--- config.mk ---
export PLATFORM = sky130hd
export DESIGN_NAME = gas_gpio_port
export DESIGN_NICKNAME = d
export VERILOG_FILES = /design/src/gas_pkg.sv /design/src/gas_spi_if.sv /design/src/gas_spi_engine.sv /design/src/gas_gpio_port.sv
export SDC_FILE = /design/constraint.sdc
export NUM_CORES = 1
export LEC_CHECK = 0
export ABC_AREA = 1
export BUFFER_PORTS_ARGS = -buffer_cell sky130_fd_sc_hd__buf_2
export CAP_MARGIN = 25
export CORE_UTILIZATION = 30
export CTS_BUF_LIST = sky130_fd_sc_hd__clkbuf_4
export CTS_CLUSTER_SIZE = 10
export DETAILED_ROUTE_END_ITERATION = 16
export SLEW_MARGIN = 10
export SYNTH_ARGS = -nofsm -noshare
export SYNTH_HDL_FRONTEND = slang
export SYNTH_HIERARCHICAL = 1
export SYNTH_SLANG_ARGS = --single-unit
export TNS_END_PERCENT = 5
--- constraint.sdc ---
create_clock -name clk -period 2.1 [get_ports clk]
set_input_delay 0 -clock clk [delete_from_list [all_inputs] [get_ports clk]]
set_output_delay 0 -clock clk [all_outputs]
set_load 0.005 [all_outputs]
--- src/gas_pkg.sv ---
package gas_pkg;

  // ==========================================================
  // Pin count and pin positions
  localparam int NUM_PINS = 5;
  localparam int PIN_RX = 0;
  localparam int PIN_SCK = 1;
  localparam int PIN_TX = 2;
  localparam int PIN_SEL0 = 3;
  localparam int PIN_SEL1 = 4;

  // ==========================================================
  // Serial clock timing
  localparam int CLK_PERIOD_NS = 10;
  localparam int SCK_PERIOD_NS = 160;
  localparam int SCK_HALF_INT = SCK_PERIOD_NS / (2 * CLK_PERIOD_NS);
  localparam logic [3:0] SCK_HALF_CYC = 4'(SCK_HALF_INT);
  localparam logic [2:0] LAST_BIT = 3'h7;

  // ==========================================================
  // Strap capture
  localparam logic [1:0] STRAP_SETTLE = 2'h3;
  localparam logic [2:0] LANE_BASE = 3'h1;

  // ==========================================================
  // Reset values
  localparam logic [4:0] PAD_OUT_RST = 5'h00;
  localparam logic [4:0] PAD_OE_RST = 5'h00;
  localparam logic [2:0] LANE_RST = 3'h1;

  // ==========================================================
  // Modes and states
  typedef enum {
    GAS_MODE_IN, GAS_MODE_OUT, GAS_MODE_BIDIR, GAS_MODE_OD
  } gas_mode_e;
  typedef enum {GAS_P4_GPIO, GAS_P4_GLASSES, GAS_P4_SELECT} gas_p4_e;
  typedef enum {GAS_IDLE, GAS_SHIFT, GAS_TAIL} gas_xfer_e;

endpackage

--- src/gas_spi_if.sv ---
`timescale 1ns/1ps
interface gas_spi_if;
  logic start;
  logic [7:0] tx_byte;
  logic target;
  logic miso;
  logic busy;
  logic done;
  logic [7:0] rx_byte;
  logic sck;
  logic mosi;
  logic cs0_n;
  logic cs1_n;

  modport ctl (
    output start, tx_byte, target, miso,
    input busy, done, rx_byte, sck, mosi, cs0_n, cs1_n
  );
  modport eng (
    input start, tx_byte, target, miso,
    output busy, done, rx_byte, sck, mosi, cs0_n, cs1_n
  );
endinterface

--- src/gas_spi_engine.sv ---
`timescale 1ns/1ps
module gas_spi_engine (
  input logic clk,
  input logic rst,
  input logic ce,
  gas_spi_if.eng bus
);
  import gas_pkg::*;

  gas_xfer_e state_r;
  logic [3:0] div_r;
  logic [2:0] bit_r;
  logic [7:0] tx_r;
  logic [7:0] rx_r;
  logic [7:0] rx_out_r;
  logic sck_r;
  logic cs0_r;
  logic cs1_r;
  logic done_r;
  logic tick;

  // ==========================================================
  // Half period timer
  assign tick = (state_r != GAS_IDLE) && (div_r == SCK_HALF_CYC - 4'h1);

  always_ff @(posedge clk or posedge rst) begin
    if (rst) begin
      div_r <= 4'h0;
    end else if (ce) begin
      if (state_r == GAS_IDLE || tick) begin
        div_r <= 4'h0;
      end else begin
        div_r <= div_r + 4'h1;
      end
    end
  end

  // ==========================================================
  // Sequencer and selects
  always_ff @(posedge clk or posedge rst) begin
    if (rst) begin
      state_r <= GAS_IDLE;
      bit_r <= 3'h0;
      sck_r <= 1'b0;
      cs0_r <= 1'b1;
      cs1_r <= 1'b1;
      done_r <= 1'b0;
    end else if (ce) begin
      done_r <= 1'b0;
      unique case (state_r)
        GAS_IDLE: begin
          if (bus.start) begin
            state_r <= GAS_SHIFT;
            bit_r <= 3'h0;
            sck_r <= 1'b0;
            cs0_r <= bus.target;
            cs1_r <= !bus.target;
          end
        end
        GAS_SHIFT: begin
          if (tick) begin
            sck_r <= !sck_r;
            if (sck_r) begin
              if (bit_r == LAST_BIT) begin
                state_r <= GAS_TAIL;
              end else begin
                bit_r <= bit_r + 3'h1;
              end
            end
          end
        end
        GAS_TAIL: begin
          if (tick) begin
            cs0_r <= 1'b1;
            cs1_r <= 1'b1;
            done_r <= 1'b1;
            state_r <= GAS_IDLE;
          end
        end
      endcase
    end
  end

  // ==========================================================
  // Data shifters, MSB first, mode 0
  always_ff @(posedge clk or posedge rst) begin
    if (rst) begin
      tx_r <= 8'h00;
      rx_r <= 8'h00;
      rx_out_r <= 8'h00;
    end else if (ce) begin
      if (state_r == GAS_IDLE && bus.start) begin
        tx_r <= bus.tx_byte;
      end else if (state_r == GAS_SHIFT && tick) begin
        if (!sck_r) begin
          rx_r <= {rx_r[6:0], bus.miso};
        end else begin
          tx_r <= {tx_r[6:0], 1'b0};
        end
      end else if (state_r == GAS_TAIL && tick) begin
        rx_out_r <= rx_r;
      end
    end
  end

  assign bus.busy = (state_r != GAS_IDLE);
  assign bus.done = done_r;
  assign bus.rx_byte = rx_out_r;
  assign bus.sck = sck_r;
  assign bus.mosi = tx_r[7];
  assign bus.cs0_n = cs0_r;
  assign bus.cs1_n = cs1_r;

  // ==========================================================
  // Checks
  property p_sel_busy;
    @(posedge clk) disable iff (rst)
    (!cs0_r || !cs1_r) |-> (state_r != GAS_IDLE);
  endproperty
  a_sel_busy: assert property (p_sel_busy)
    else $error("Select low while idle");

  property p_one_sel;
    @(posedge clk) disable iff (rst)
    !(!cs0_r && !cs1_r);
  endproperty
  a_one_sel: assert property (p_one_sel)
    else $error("Both selects low");

  property p_sck_idle;
    @(posedge clk) disable iff (rst)
    (state_r != GAS_SHIFT) |-> !sck_r;
  endproperty
  a_sck_idle: assert property (p_sck_idle)
    else $error("Serial clock high outside shifting");

  c_xfer_done: cover property (@(posedge clk) disable iff (rst) done_r);
endmodule

--- src/gas_gpio_port.sv ---
`timescale 1ns/1ps
// Behaviour
// Each pin is set to input, output, bidirectional or open-drain; open-drain only pulls low.
// A per-pin selection routes either the plain GPIO path or the alternate function.
// Pin 4 in glasses role is high for the left shutter and low for the right.
// Pin 4 in select role is the second active-low chip select, low only while that slave is addressed.
// Pin 3 is the primary active-low chip select, low only during transfers to the power chip.
// Pin 2 in serial role carries the master transmit data.
// Pin 1 in serial role carries the master serial clock.
// Pin 0 in serial role is the master receive data input.
// Pins 2 and 1 are sampled at boot as a strap that sets the display lane count.
// Strap decode: pin 2 high bit, pin 1 low bit, 00 to 11 give one to four lanes.
// After the strap sample pins 2 and 1 drive serial data and clock again.
// An unused pin can be forced to a driven logic zero so it never floats.
// The strap is latched once after reset release and held until the next reset.
module gas_gpio_port (
  input logic clk,
  input logic rst,
  input logic ce,
  input logic [4:0] pad_in,
  output logic [4:0] pad_out,
  output logic [4:0] pad_oe,
  input gas_pkg::gas_mode_e gpio_mode [gas_pkg::NUM_PINS],
  input logic [4:0] gpio_out,
  input logic [4:0] gpio_dir,
  input logic [4:0] gpio_unused,
  output logic [4:0] gpio_in,
  input logic [3:0] serial_sel,
  input gas_pkg::gas_p4_e pin4_func,
  input logic left_eye,
  input logic xfer_start,
  input logic [7:0] xfer_byte,
  input logic xfer_target,
  output logic xfer_busy,
  output logic xfer_done,
  output logic [7:0] xfer_rx,
  output logic [2:0] lane_count,
  output logic strap_done
);
  import gas_pkg::*;

  logic [4:0] sync1_r;
  logic [4:0] sync2_r;
  logic [1:0] settle_r;
  logic strap_done_r;
  logic [1:0] strap_code_r;
  logic [2:0] lane_r;
  logic [4:0] gout;
  logic [4:0] goe;
  logic [4:0] pad_out_nxt;
  logic [4:0] pad_oe_nxt;
  logic [4:0] pad_out_r;
  logic [4:0] pad_oe_r;

  gas_spi_if spi ();

  // ==========================================================
  // Input synchronisers
  always_ff @(posedge clk or posedge rst) begin
    if (rst) begin
      sync1_r <= 5'h00;
      sync2_r <= 5'h00;
    end else if (ce) begin
      sync1_r <= pad_in;
      sync2_r <= sync1_r;
    end
  end

  assign gpio_in = sync2_r;

  // ==========================================================
  // Lane strap capture
  always_ff @(posedge clk or posedge rst) begin
    if (rst) begin
      settle_r <= 2'h0;
      strap_done_r <= 1'b0;
      strap_code_r <= 2'h0;
      lane_r <= LANE_RST;
    end else if (ce && !strap_done_r) begin
      if (settle_r == STRAP_SETTLE) begin
        strap_done_r <= 1'b1;
        strap_code_r <= sync2_r[PIN_TX:PIN_SCK];
        lane_r <= {1'b0, sync2_r[PIN_TX:PIN_SCK]} + LANE_BASE;
      end else begin
        settle_r <= settle_r + 2'h1;
      end
    end
  end

  assign strap_done = strap_done_r;
  assign lane_count = lane_r;

  // ==========================================================
  // Serial master
  assign spi.start = xfer_start;
  assign spi.tx_byte = xfer_byte;
  assign spi.target = xfer_target;
  assign spi.miso = sync2_r[PIN_RX];
  assign xfer_busy = spi.busy;
  assign xfer_done = spi.done;
  assign xfer_rx = spi.rx_byte;

  gas_spi_engine u_engine (
    .clk(clk),
    .rst(rst),
    .ce(ce),
    .bus(spi)
  );

  // ==========================================================
  // Plain GPIO path
  always_comb begin
    gout = 5'h00;
    goe = 5'h00;
    for (int i = 0; i < NUM_PINS; i++) begin
      unique case (gpio_mode[i])
        GAS_MODE_IN: begin
          gout[i] = 1'b0;
          goe[i] = 1'b0;
        end
        GAS_MODE_OUT: begin
          gout[i] = gpio_out[i];
          goe[i] = 1'b1;
        end
        GAS_MODE_BIDIR: begin
          gout[i] = gpio_out[i];
          goe[i] = gpio_dir[i];
        end
        GAS_MODE_OD: begin
          gout[i] = 1'b0;
          goe[i] = !gpio_out[i];
        end
      endcase
      if (gpio_unused[i]) begin
        gout[i] = 1'b0;
        goe[i] = 1'b1;
      end
    end
  end

  // ==========================================================
  // Alternate function mux
  always_comb begin
    pad_out_nxt = gout;
    pad_oe_nxt = goe;
    if (serial_sel[PIN_RX]) begin
      pad_out_nxt[PIN_RX] = 1'b0;
      pad_oe_nxt[PIN_RX] = 1'b0;
    end
    if (serial_sel[PIN_SCK]) begin
      pad_out_nxt[PIN_SCK] = spi.sck;
      pad_oe_nxt[PIN_SCK] = 1'b1;
    end
    if (serial_sel[PIN_TX]) begin
      pad_out_nxt[PIN_TX] = spi.mosi;
      pad_oe_nxt[PIN_TX] = 1'b1;
    end
    if (serial_sel[PIN_SEL0]) begin
      pad_out_nxt[PIN_SEL0] = spi.cs0_n;
      pad_oe_nxt[PIN_SEL0] = 1'b1;
    end
    unique case (pin4_func)
      GAS_P4_GPIO: begin
      end
      GAS_P4_GLASSES: begin
        pad_out_nxt[PIN_SEL1] = left_eye;
        pad_oe_nxt[PIN_SEL1] = 1'b1;
      end
      GAS_P4_SELECT: begin
        pad_out_nxt[PIN_SEL1] = spi.cs1_n;
        pad_oe_nxt[PIN_SEL1] = 1'b1;
      end
    endcase
    if (!strap_done_r) begin
      pad_out_nxt[PIN_TX:PIN_SCK] = 2'h0;
      pad_oe_nxt[PIN_TX:PIN_SCK] = 2'h0;
    end
  end

  // ==========================================================
  // Pad registers
  always_ff @(posedge clk or posedge rst) begin
    if (rst) begin
      pad_out_r <= PAD_OUT_RST;
      pad_oe_r <= PAD_OE_RST;
    end else if (ce) begin
      pad_out_r <= pad_out_nxt;
      pad_oe_r <= pad_oe_nxt;
    end
  end

  assign pad_out = pad_out_r;
  assign pad_oe = pad_oe_r;

  // ==========================================================
  // Checks
  property p_od_low;
    @(posedge clk) disable iff (rst)
    (ce && gpio_mode[PIN_SEL0] == GAS_MODE_OD && !serial_sel[PIN_SEL0]
      && !gpio_unused[PIN_SEL0])
      |=> !pad_out[PIN_SEL0] && (pad_oe[PIN_SEL0] == !$past(gpio_out[3]));
  endproperty
  a_od_low: assert property (p_od_low)
    else $error("Open-drain pin drove high or wrong release");

  property p_glasses;
    @(posedge clk) disable iff (rst)
    (ce && pin4_func == GAS_P4_GLASSES)
      |=> pad_oe[PIN_SEL1] && pad_out[PIN_SEL1] == $past(left_eye);
  endproperty
  a_glasses: assert property (p_glasses)
    else $error("Glasses output does not follow shutter side");

  property p_sel1;
    @(posedge clk) disable iff (rst)
    (ce && pin4_func == GAS_P4_SELECT)
      |=> pad_oe[PIN_SEL1] && pad_out[PIN_SEL1] == $past(spi.cs1_n);
  endproperty
  a_sel1: assert property (p_sel1)
    else $error("Second select not routed to pin 4");

  property p_sel0;
    @(posedge clk) disable iff (rst)
    (ce && serial_sel[PIN_SEL0] && !xfer_busy)
      |=> pad_oe[PIN_SEL0] && pad_out[PIN_SEL0];
  endproperty
  a_sel0: assert property (p_sel0)
    else $error("Primary select low outside a transfer");

  property p_tx;
    @(posedge clk) disable iff (rst)
    (ce && serial_sel[PIN_TX] && strap_done)
      |=> pad_oe[PIN_TX] && pad_out[PIN_TX] == $past(spi.mosi);
  endproperty
  a_tx: assert property (p_tx)
    else $error("Transmit data not on pin 2");

  property p_sck;
    @(posedge clk) disable iff (rst)
    (ce && serial_sel[PIN_SCK] && strap_done)
      |=> pad_oe[PIN_SCK] && pad_out[PIN_SCK] == $past(spi.sck);
  endproperty
  a_sck: assert property (p_sck)
    else $error("Serial clock not on pin 1");

  property p_rx;
    @(posedge clk) disable iff (rst)
    (ce && serial_sel[PIN_RX]) |=> !pad_oe[PIN_RX];
  endproperty
  a_rx: assert property (p_rx)
    else $error("Receive pin driven");

  property p_strap_float;
    @(posedge clk) disable iff (rst)
    (ce && !strap_done) |=> pad_oe[PIN_TX:PIN_SCK] == 2'h0;
  endproperty
  a_strap_float: assert property (p_strap_float)
    else $error("Strap pins driven before sample");

  property p_lane_decode;
    @(posedge clk) disable iff (rst)
    strap_done |-> lane_count == {1'b0, strap_code_r} + LANE_BASE;
  endproperty
  a_lane_decode: assert property (p_lane_decode)
    else $error("Lane count decode wrong");

  property p_strap_hold;
    @(posedge clk) disable iff (rst)
    strap_done |=> strap_done && $stable(lane_count)
      && $stable(strap_code_r);
  endproperty
  a_strap_hold: assert property (p_strap_hold)
    else $error("Strap changed after capture");

  property p_strap_time;
    @(posedge clk) disable iff (rst)
    $rose(strap_done) |-> $past(sync2_r[PIN_TX:PIN_SCK]) == strap_code_r;
  endproperty
  a_strap_time: assert property (p_strap_time)
    else $error("Strap code not from sampled pins");

  property p_unused;
    @(posedge clk) disable iff (rst)
    (ce && gpio_unused[PIN_RX] && !serial_sel[PIN_RX])
      |=> pad_oe[PIN_RX] && !pad_out[PIN_RX];
  endproperty
  a_unused: assert property (p_unused)
    else $error("Unused pin not driven low");

  c_glasses: cover property (@(posedge clk) disable iff (rst)
    pin4_func == GAS_P4_GLASSES && pad_out[PIN_SEL1]);
  c_four_lanes: cover property (@(posedge clk) disable iff (rst)
    strap_done && lane_count == 3'h4);
  c_aux_xfer: cover property (@(posedge clk) disable iff (rst)
    pin4_func == GAS_P4_SELECT && !pad_out[PIN_SEL1]);
endmodule

==> out/results.ini, run 1 <==
[route]
ant_nets=0
vias_per_cell=4.32
first_pass_iters=4
drt_iter0_markers=184
vias=4544
wl_um=11500
routedWlPerCell_um=11.0
drc=0

[final_layout]
n_antenna_cell=0
drive_above_1_share=0.378
final_area_sq_um=6070
utilization=0.475
finalNetCount=1114
regArea_sq_um=1580
areaGrowthSynthToFinish_pct=52.8
fill_cells=1331
multiInputGateArea_sq_um=2180
final_cells=1052

[floorplanning]
fp.coreArea_sq_um=12800
die_w_um=117
io_pins=259
floorplan.die_area_sq_um=13700
fp.dieH_um=117
placementRows=41
floorplan.initialDensity=0.311

[power_and_ir_drop]
p_int_w=0.00233
power_density_nw_per_um2=618
p_leak_nw=3.22
p_seq_frac=0.439
p_sw_frac=0.379
clockPowerShare=0.180
pwr-share-comb=0.382
switchingPower_w=0.00142
irDropWorstVdd_uv=258

[placed_design]
place_area_sq_um=5440
detailedPlacementHpwl_um=8890
pre_cts_ws_ps=335
place.gp.congestion=0.809
portBuffers=258
dp_cells=986

[sta]
hold_viol_final=0
whs_ps=33.2
finalSetupViolCount=0
postLayoutSetupSlackWorst_ps=20.1
drv_slew=0
slew_headroom=0.515
rsz0062_at_grt=yes
period_share=0.990
post-route-min-period_ps=2080
fmax_mhz=481
worst_pin_slew_ps=727
finClkSkew_ps=12.9

[clock_tree]
clock-sinks=63
clk_pin_slew_ps=110
htreeDepth=3
ctsRootBufferMaster=clkbuf_4
post_cts_buffers=0
cts_tree=built
cts_made_buffers=9
clock_latency_ps=410
clockBufferDepth=2

[synthesis]
synth_xor_area_frac=0.00661
yosysSeqAreaShare=0.398
ys_ff_latch=63
synth_fp_nets=798
muxShareOfSynthArea=0.00850
synth_compound_area_frac=0.0841
synth-simple-area-share=0.416
synth.avg_cell_area_sq_um=7.11
synth_warnings=6
synth_cell_types=42
syn-instance-count=559
synthAdderAreaFrac=0.0283
syn-cell-area_sq_um=3970
synth_top_family_by_area=simple AND/OR/NAND/NOR gates

[setup_path]
path_cells=dlygate4sd3_1 -> buf_2 -> nor2_1 -> dlygate4sd3_1 -> nand2_1 -> nor2_2 -> nand3b_1 -> o21ai_2 -> a21oi_1 -> dlygate4sd3_1
critPathMaxStageDelay_ps=550
cp_slowest_cell=dlygate4sd3_1
crit_required_ps=2380
startpoint_type=input pin
arrival_ps=2360
cp-end-kind=flop
criticalPathCategory=in -> reg
crit_fanout=2
critPathMostFrequentCell=dlygate4sd3_1

[grt]
grt_pass1_wl_um=18400
grt_max_degree=38
grt_pass1_vias=4335
antenna_found_initial=0
track_usage=0.171
globalRouteOverflowTotal=0

[run]
maxCapViolations=0

[worst_hold_path]
hold_path.class=in -> reg

[status]
status=finished clean

==> state kept, by name, summed over array words and instances (netlist names), 2 cells and up <==
| name | cells |
|---|---|
| u_engine/bus.rx_byte | 8 |
| u_engine/rx_r | 8 |
| u_engine/tx_r | 8 |
| gpio_in | 5 |
| pad_oe | 5 |
| pad_out | 5 |
| sync1_r | 5 |
| u_engine/div_r | 4 |
| lane_count | 3 |
| u_engine/bit_r | 3 |
| settle_r | 2 |
| u_engine/state_r | 2 |
==> cell families (layout without fill, tap and decap cells) <==
group,count (synthesis),after routing
and+or+nand+nor,379,379
adders and majority gates,9,9
DFF,63,63
buffers and inverters,51,372
xor gates and xnor gates,3,3
AOI/OAI and AO/OA,51,51
muxes,3,3
==> cell usage in the layout (no fill, tap or decap), types with 4 or more instances in the layout <==
cell type      count
nand3_2            4
ha_1               9
o21ai_1            4
nor2_2             8
or2_2              5
nor3_1             5
nand4_1            9
inv_1             41
nor2_1           125
nand3_1           25
nand2_1          174
o21ai_0           11
dlygate4sd3_1     50
dfrtp_1           60
o21ai_2           18
clkbuf_4          10
buf_2            258
a21oi_1           12
clkinv_1           4
==> routing by layer <==
metal / wire, um / GRT usage / part of all wire
met1: 4940 / 0.197 / 0.43
met2: 5670 / 0.321 / 0.49
met3: 781 / 0.0294 / 0.068
met4: 131 / 0.0582 / 0.011
met5: 0 / 0 / 0
==> cell type report <==
class,instances,share of cell area
multi-input combinational,445,0.360
inverter,45,0.0287
timing repair buffer,311,0.299
clock inverter,6,0.00454
sequential,63,0.260
clock buffer,10,0.0124
tap,172,0.0355
==> critical path, delay by kind of cell <==
| kind | cells | cell delay (ps) |
|---|---|---|
| buffers and inverters | 4 | 1760 |
| AOI/OAI and AO/OA | 2 | 190 |
| and+or+nand+nor | 4 | 410 |
==> power by group through the flow <==
stage / registers [W] / clock network, W / logic (W)
2_1_floorplan: 0.00162 / 0 / 0.000933
3_3_place_gp: 0.00167 / 0 / 0.00134
3_5_place_dp: 0.00167 / 0 / 0.00137
4_1_cts: 0.00165 / 0.000709 / 0.00145
5_1_grt: 0.00168 / 0.000763 / 0.00166
6_report: 0.00165 / 0.000673 / 0.00143
==> worst paths after layout <==
path,endpoint,depth (start not counted),slack (ps),startpoint
max in group asynchronous,u_engine/bus.cs0_n,4,1480,rst
setup / recovery,pad_out[3],10,20,gpio_mode[44]
setup reg to reg,u_engine/tx_r[0],7,250,u_engine/state_r[1]
hold reg to reg,u_engine/bus.cs0_n,2,480,u_engine/bus.cs0_n
min in group asynchronous,pad_oe[2],4,200,rst
hold / removal,u_engine/div_r[0],3,30,ce
==> Yosys cell counts (all sizes together) <==
cell	number	area (sq um)
nor3b	1	7.51
o21bai	2	15.0
a21oi	13	68.8
ha	9	113
nand4	9	56.3
xnor2	1	8.76
or2	8	50.1
xor2	2	17.5
nor2	136	559
nor3	6	30.0
nand3	30	183
dfrtp	60	1500
nand3b	3	22.5
and3	1	6.26
mux2	3	33.8
a31oi	1	6.26
dfstp	3	78.8
and2	1	6.26
inv	45	174
nand2	180	706
a31o	1	8.76
buf	5	46.3
o21ai	33	229
nor4	4	25.0
o22ai	1	6.26
clkbuf	1	13.8
==> through the flow <==
step | TNS, ps | total power (W)
finish | 0 | 0.00375
global route | -45.3 | 0.00410
CTS | 0 | 0.00381
detailed placement | 0 | 0.00304
global placement | 0 | 0.00302
floorplan | 0 | 0.00255
==> timing repair <==
| action | in CTS | in global routing |
|---|---|---|
| gates resized for setup | 0 | 6 |
| endpoints found under the hold margin | 88 | 0 |
| setup endpoints to repair | 0 | 2 |
| hold buffers | 51 | 0 |
Power figures use the tool's default switching activity.
==> inputs of run 2 (changes only) <==
Settings changed: RECOVER_POWER set to 50.
==> out/results.ini, run 2 (synthesis gave the netlist of run 1 again) <==
[clock_tree]
clock-sinks=63  ; unchanged
clk_pin_slew_ps=110  ; about the same
cts_made_buffers=9  ; unchanged
clockBufferDepth=2  ; unchanged
ctsRootBufferMaster=clkbuf_4  ; unchanged
clock_latency_ps=410  ; about the same
cts_tree=built  ; unchanged
htreeDepth=3  ; unchanged

[route]
first_pass_iters=4  ; unchanged
routedWlPerCell_um=10.9  ; was 11.0 um
drt_iter0_markers=185  ; was 184
wl_um=11500  ; about the same
drc=0  ; unchanged
vias_per_cell=4.32  ; about the same
vias=4547  ; was 4,544
ant_nets=0  ; unchanged

[final_layout]
mostFrequentLayoutCells=buf_2, nand2_1, nor2_1  ; unchanged
final_common_cell=buf_2  ; unchanged
areaGrowthSynthToFinish_pct=52.5  ; was 52.8%
n_antenna_cell=0  ; unchanged
drive_above_1_share=0.373  ; was 0.378
final_cells=1052  ; unchanged
finalNetCount=1114  ; unchanged
utilization=0.474  ; was 0.475

[setup_path]
crit_fanout=2  ; unchanged
crit_path_end=pad_out[3]  ; unchanged
r2r-end=u_engine/tx_r[0]  ; unchanged
startpoint_type=input pin  ; unchanged
criticalPathCategory=in -> reg  ; unchanged
cp-end-kind=flop  ; unchanged
startpoint=gpio_mode[44]  ; unchanged
arrival_ps=2360  ; about the same
reg2reg_depth=7  ; unchanged
timing.rr.start=u_engine/state_r[1]  ; unchanged
crit_required_ps=2380  ; about the same
rrSetupSlack_ps=260  ; was 250 ps

[grt]
antenna_found_initial=0  ; unchanged
grt_max_degree=38  ; unchanged
track_usage=0.171  ; unchanged
grt_pass1_wl_um=18400  ; unchanged
globalRouteOverflowTotal=0  ; unchanged
grt_pass1_vias=4335  ; unchanged

[sta]
rsz0062_at_grt=yes  ; unchanged
worst_pin_slew_ps=1470  ; was 727 ps
period_share=0.990  ; about the same
postLayoutSetupSlackWorst_ps=20.2  ; was 20.1 ps
hold_viol_final=0  ; unchanged
fmax_mhz=481  ; about the same
finalSetupViolCount=0  ; unchanged
post-route-min-period_ps=2080  ; about the same
slew_headroom=0.0181  ; was 0.515
drv_slew=0  ; unchanged
finClkSkew_ps=12.9  ; about the same

[placed_design]
detailedPlacementHpwl_um=8890  ; unchanged
portBuffers=258  ; unchanged
dp_cells=986  ; unchanged
pre_cts_ws_ps=335  ; unchanged
place.gp.congestion=0.809  ; unchanged

[run]
maxCapViolations=0  ; unchanged

[floorplanning]
floorplan.initialDensity=0.311  ; unchanged
floorplan.die_area_sq_um=13700  ; unchanged
fp.coreArea_sq_um=12800  ; unchanged
io_pins=259  ; unchanged
die_w_um=117  ; unchanged
fp.dieH_um=117  ; unchanged
placementRows=41  ; unchanged

[worst_hold_path]
hold_path.class=in -> reg  ; unchanged

[power_and_ir_drop]
power_density_nw_per_um2=618  ; about the same
p_leak_nw=3.20  ; was 3.22 nW
irDropWorstVdd_uv=258  ; about the same

[status]
status=finished clean  ; unchanged

-- run 2: changes by cell type in the layout (fill, tap and decap cells not counted) --
cell      delta
buf_4        -2
buf_2        -4
clkbuf_1     +5
clkbuf_2     +1
-- run 2: critical path, stage by stage --
cell           delay [ps]
dlygate4sd3_1         540
buf_2                 120
nor2_1                 80
dlygate4sd3_1         550
nand2_1                80
nor2_2                150
nand3b_1              100
o21ai_2               120
a21oi_1                70
dlygate4sd3_1         550
-- run 2: report_power, final --
| part | total [W] | internal, W | switching, W |
|---|---|---|---|
| logic | 0.00143 | 0.000619 | 0.000808 |
| registers | 0.00165 | 0.00147 | 0.000179 |
| clock network | 0.000673 | 0.000239 | 0.000434 |
| total | 0.00375 | 0.00233 | 0.00142 |
-- run 2: timing repair --
action	in CTS	in global routing
setup endpoints to repair	0	2
gates resized for setup	0	6
buffers inserted	0	0
hold endpoints to repair	88	0
hold buffers	51	0
-- run 2: cell type report --
type	instances	area [sq um]
multi-input combinational	445	2180
fill	1335	6720
sequential	63	1580
clock buffer	10	75.1
tap	172	215
clock inverter	6	27.5
inverter	45	174
timing repair buffer	311	1800
-- run 2: through the flow --
step | power [W] | area [sq um] | hold slack [ps] | setup TNS (ps)
2_1_floorplan | 0.00255 | 3970 | 39.3 | 0
3_3_place_gp | 0.00302 | 5440 | 95.7 | 0
3_5_place_dp | 0.00304 | 5440 | 99.3 | 0
4_1_cts | 0.00381 | 6050 | 0.601 | 0
5_1_grt | 0.00409 | 6060 | 27.1 | -45.3
6_report | 0.00375 | 6060 | 32.9 | 0
-- run 2: metal layers --
metal	track usage	wire length (um)
met5	0	0
met2	0.321	5670
met3	0.0294	781
met4	0.0582	131
met1	0.197	4930
-- run 2: worst min path at each step --
stage	slack, ps	endpoint	start	cells after the start
floorplan	40	gpio_in[0]	rst	1
global placement	100	pad_oe[2]	rst	3
detailed placement	100	pad_oe[2]	rst	3
CTS	0.6	pad_oe[3]	gpio_out[3]	6
global route	30	pad_out[1]	gpio_out[1]	7
finish	30	u_engine/div_r[0]	ce	3
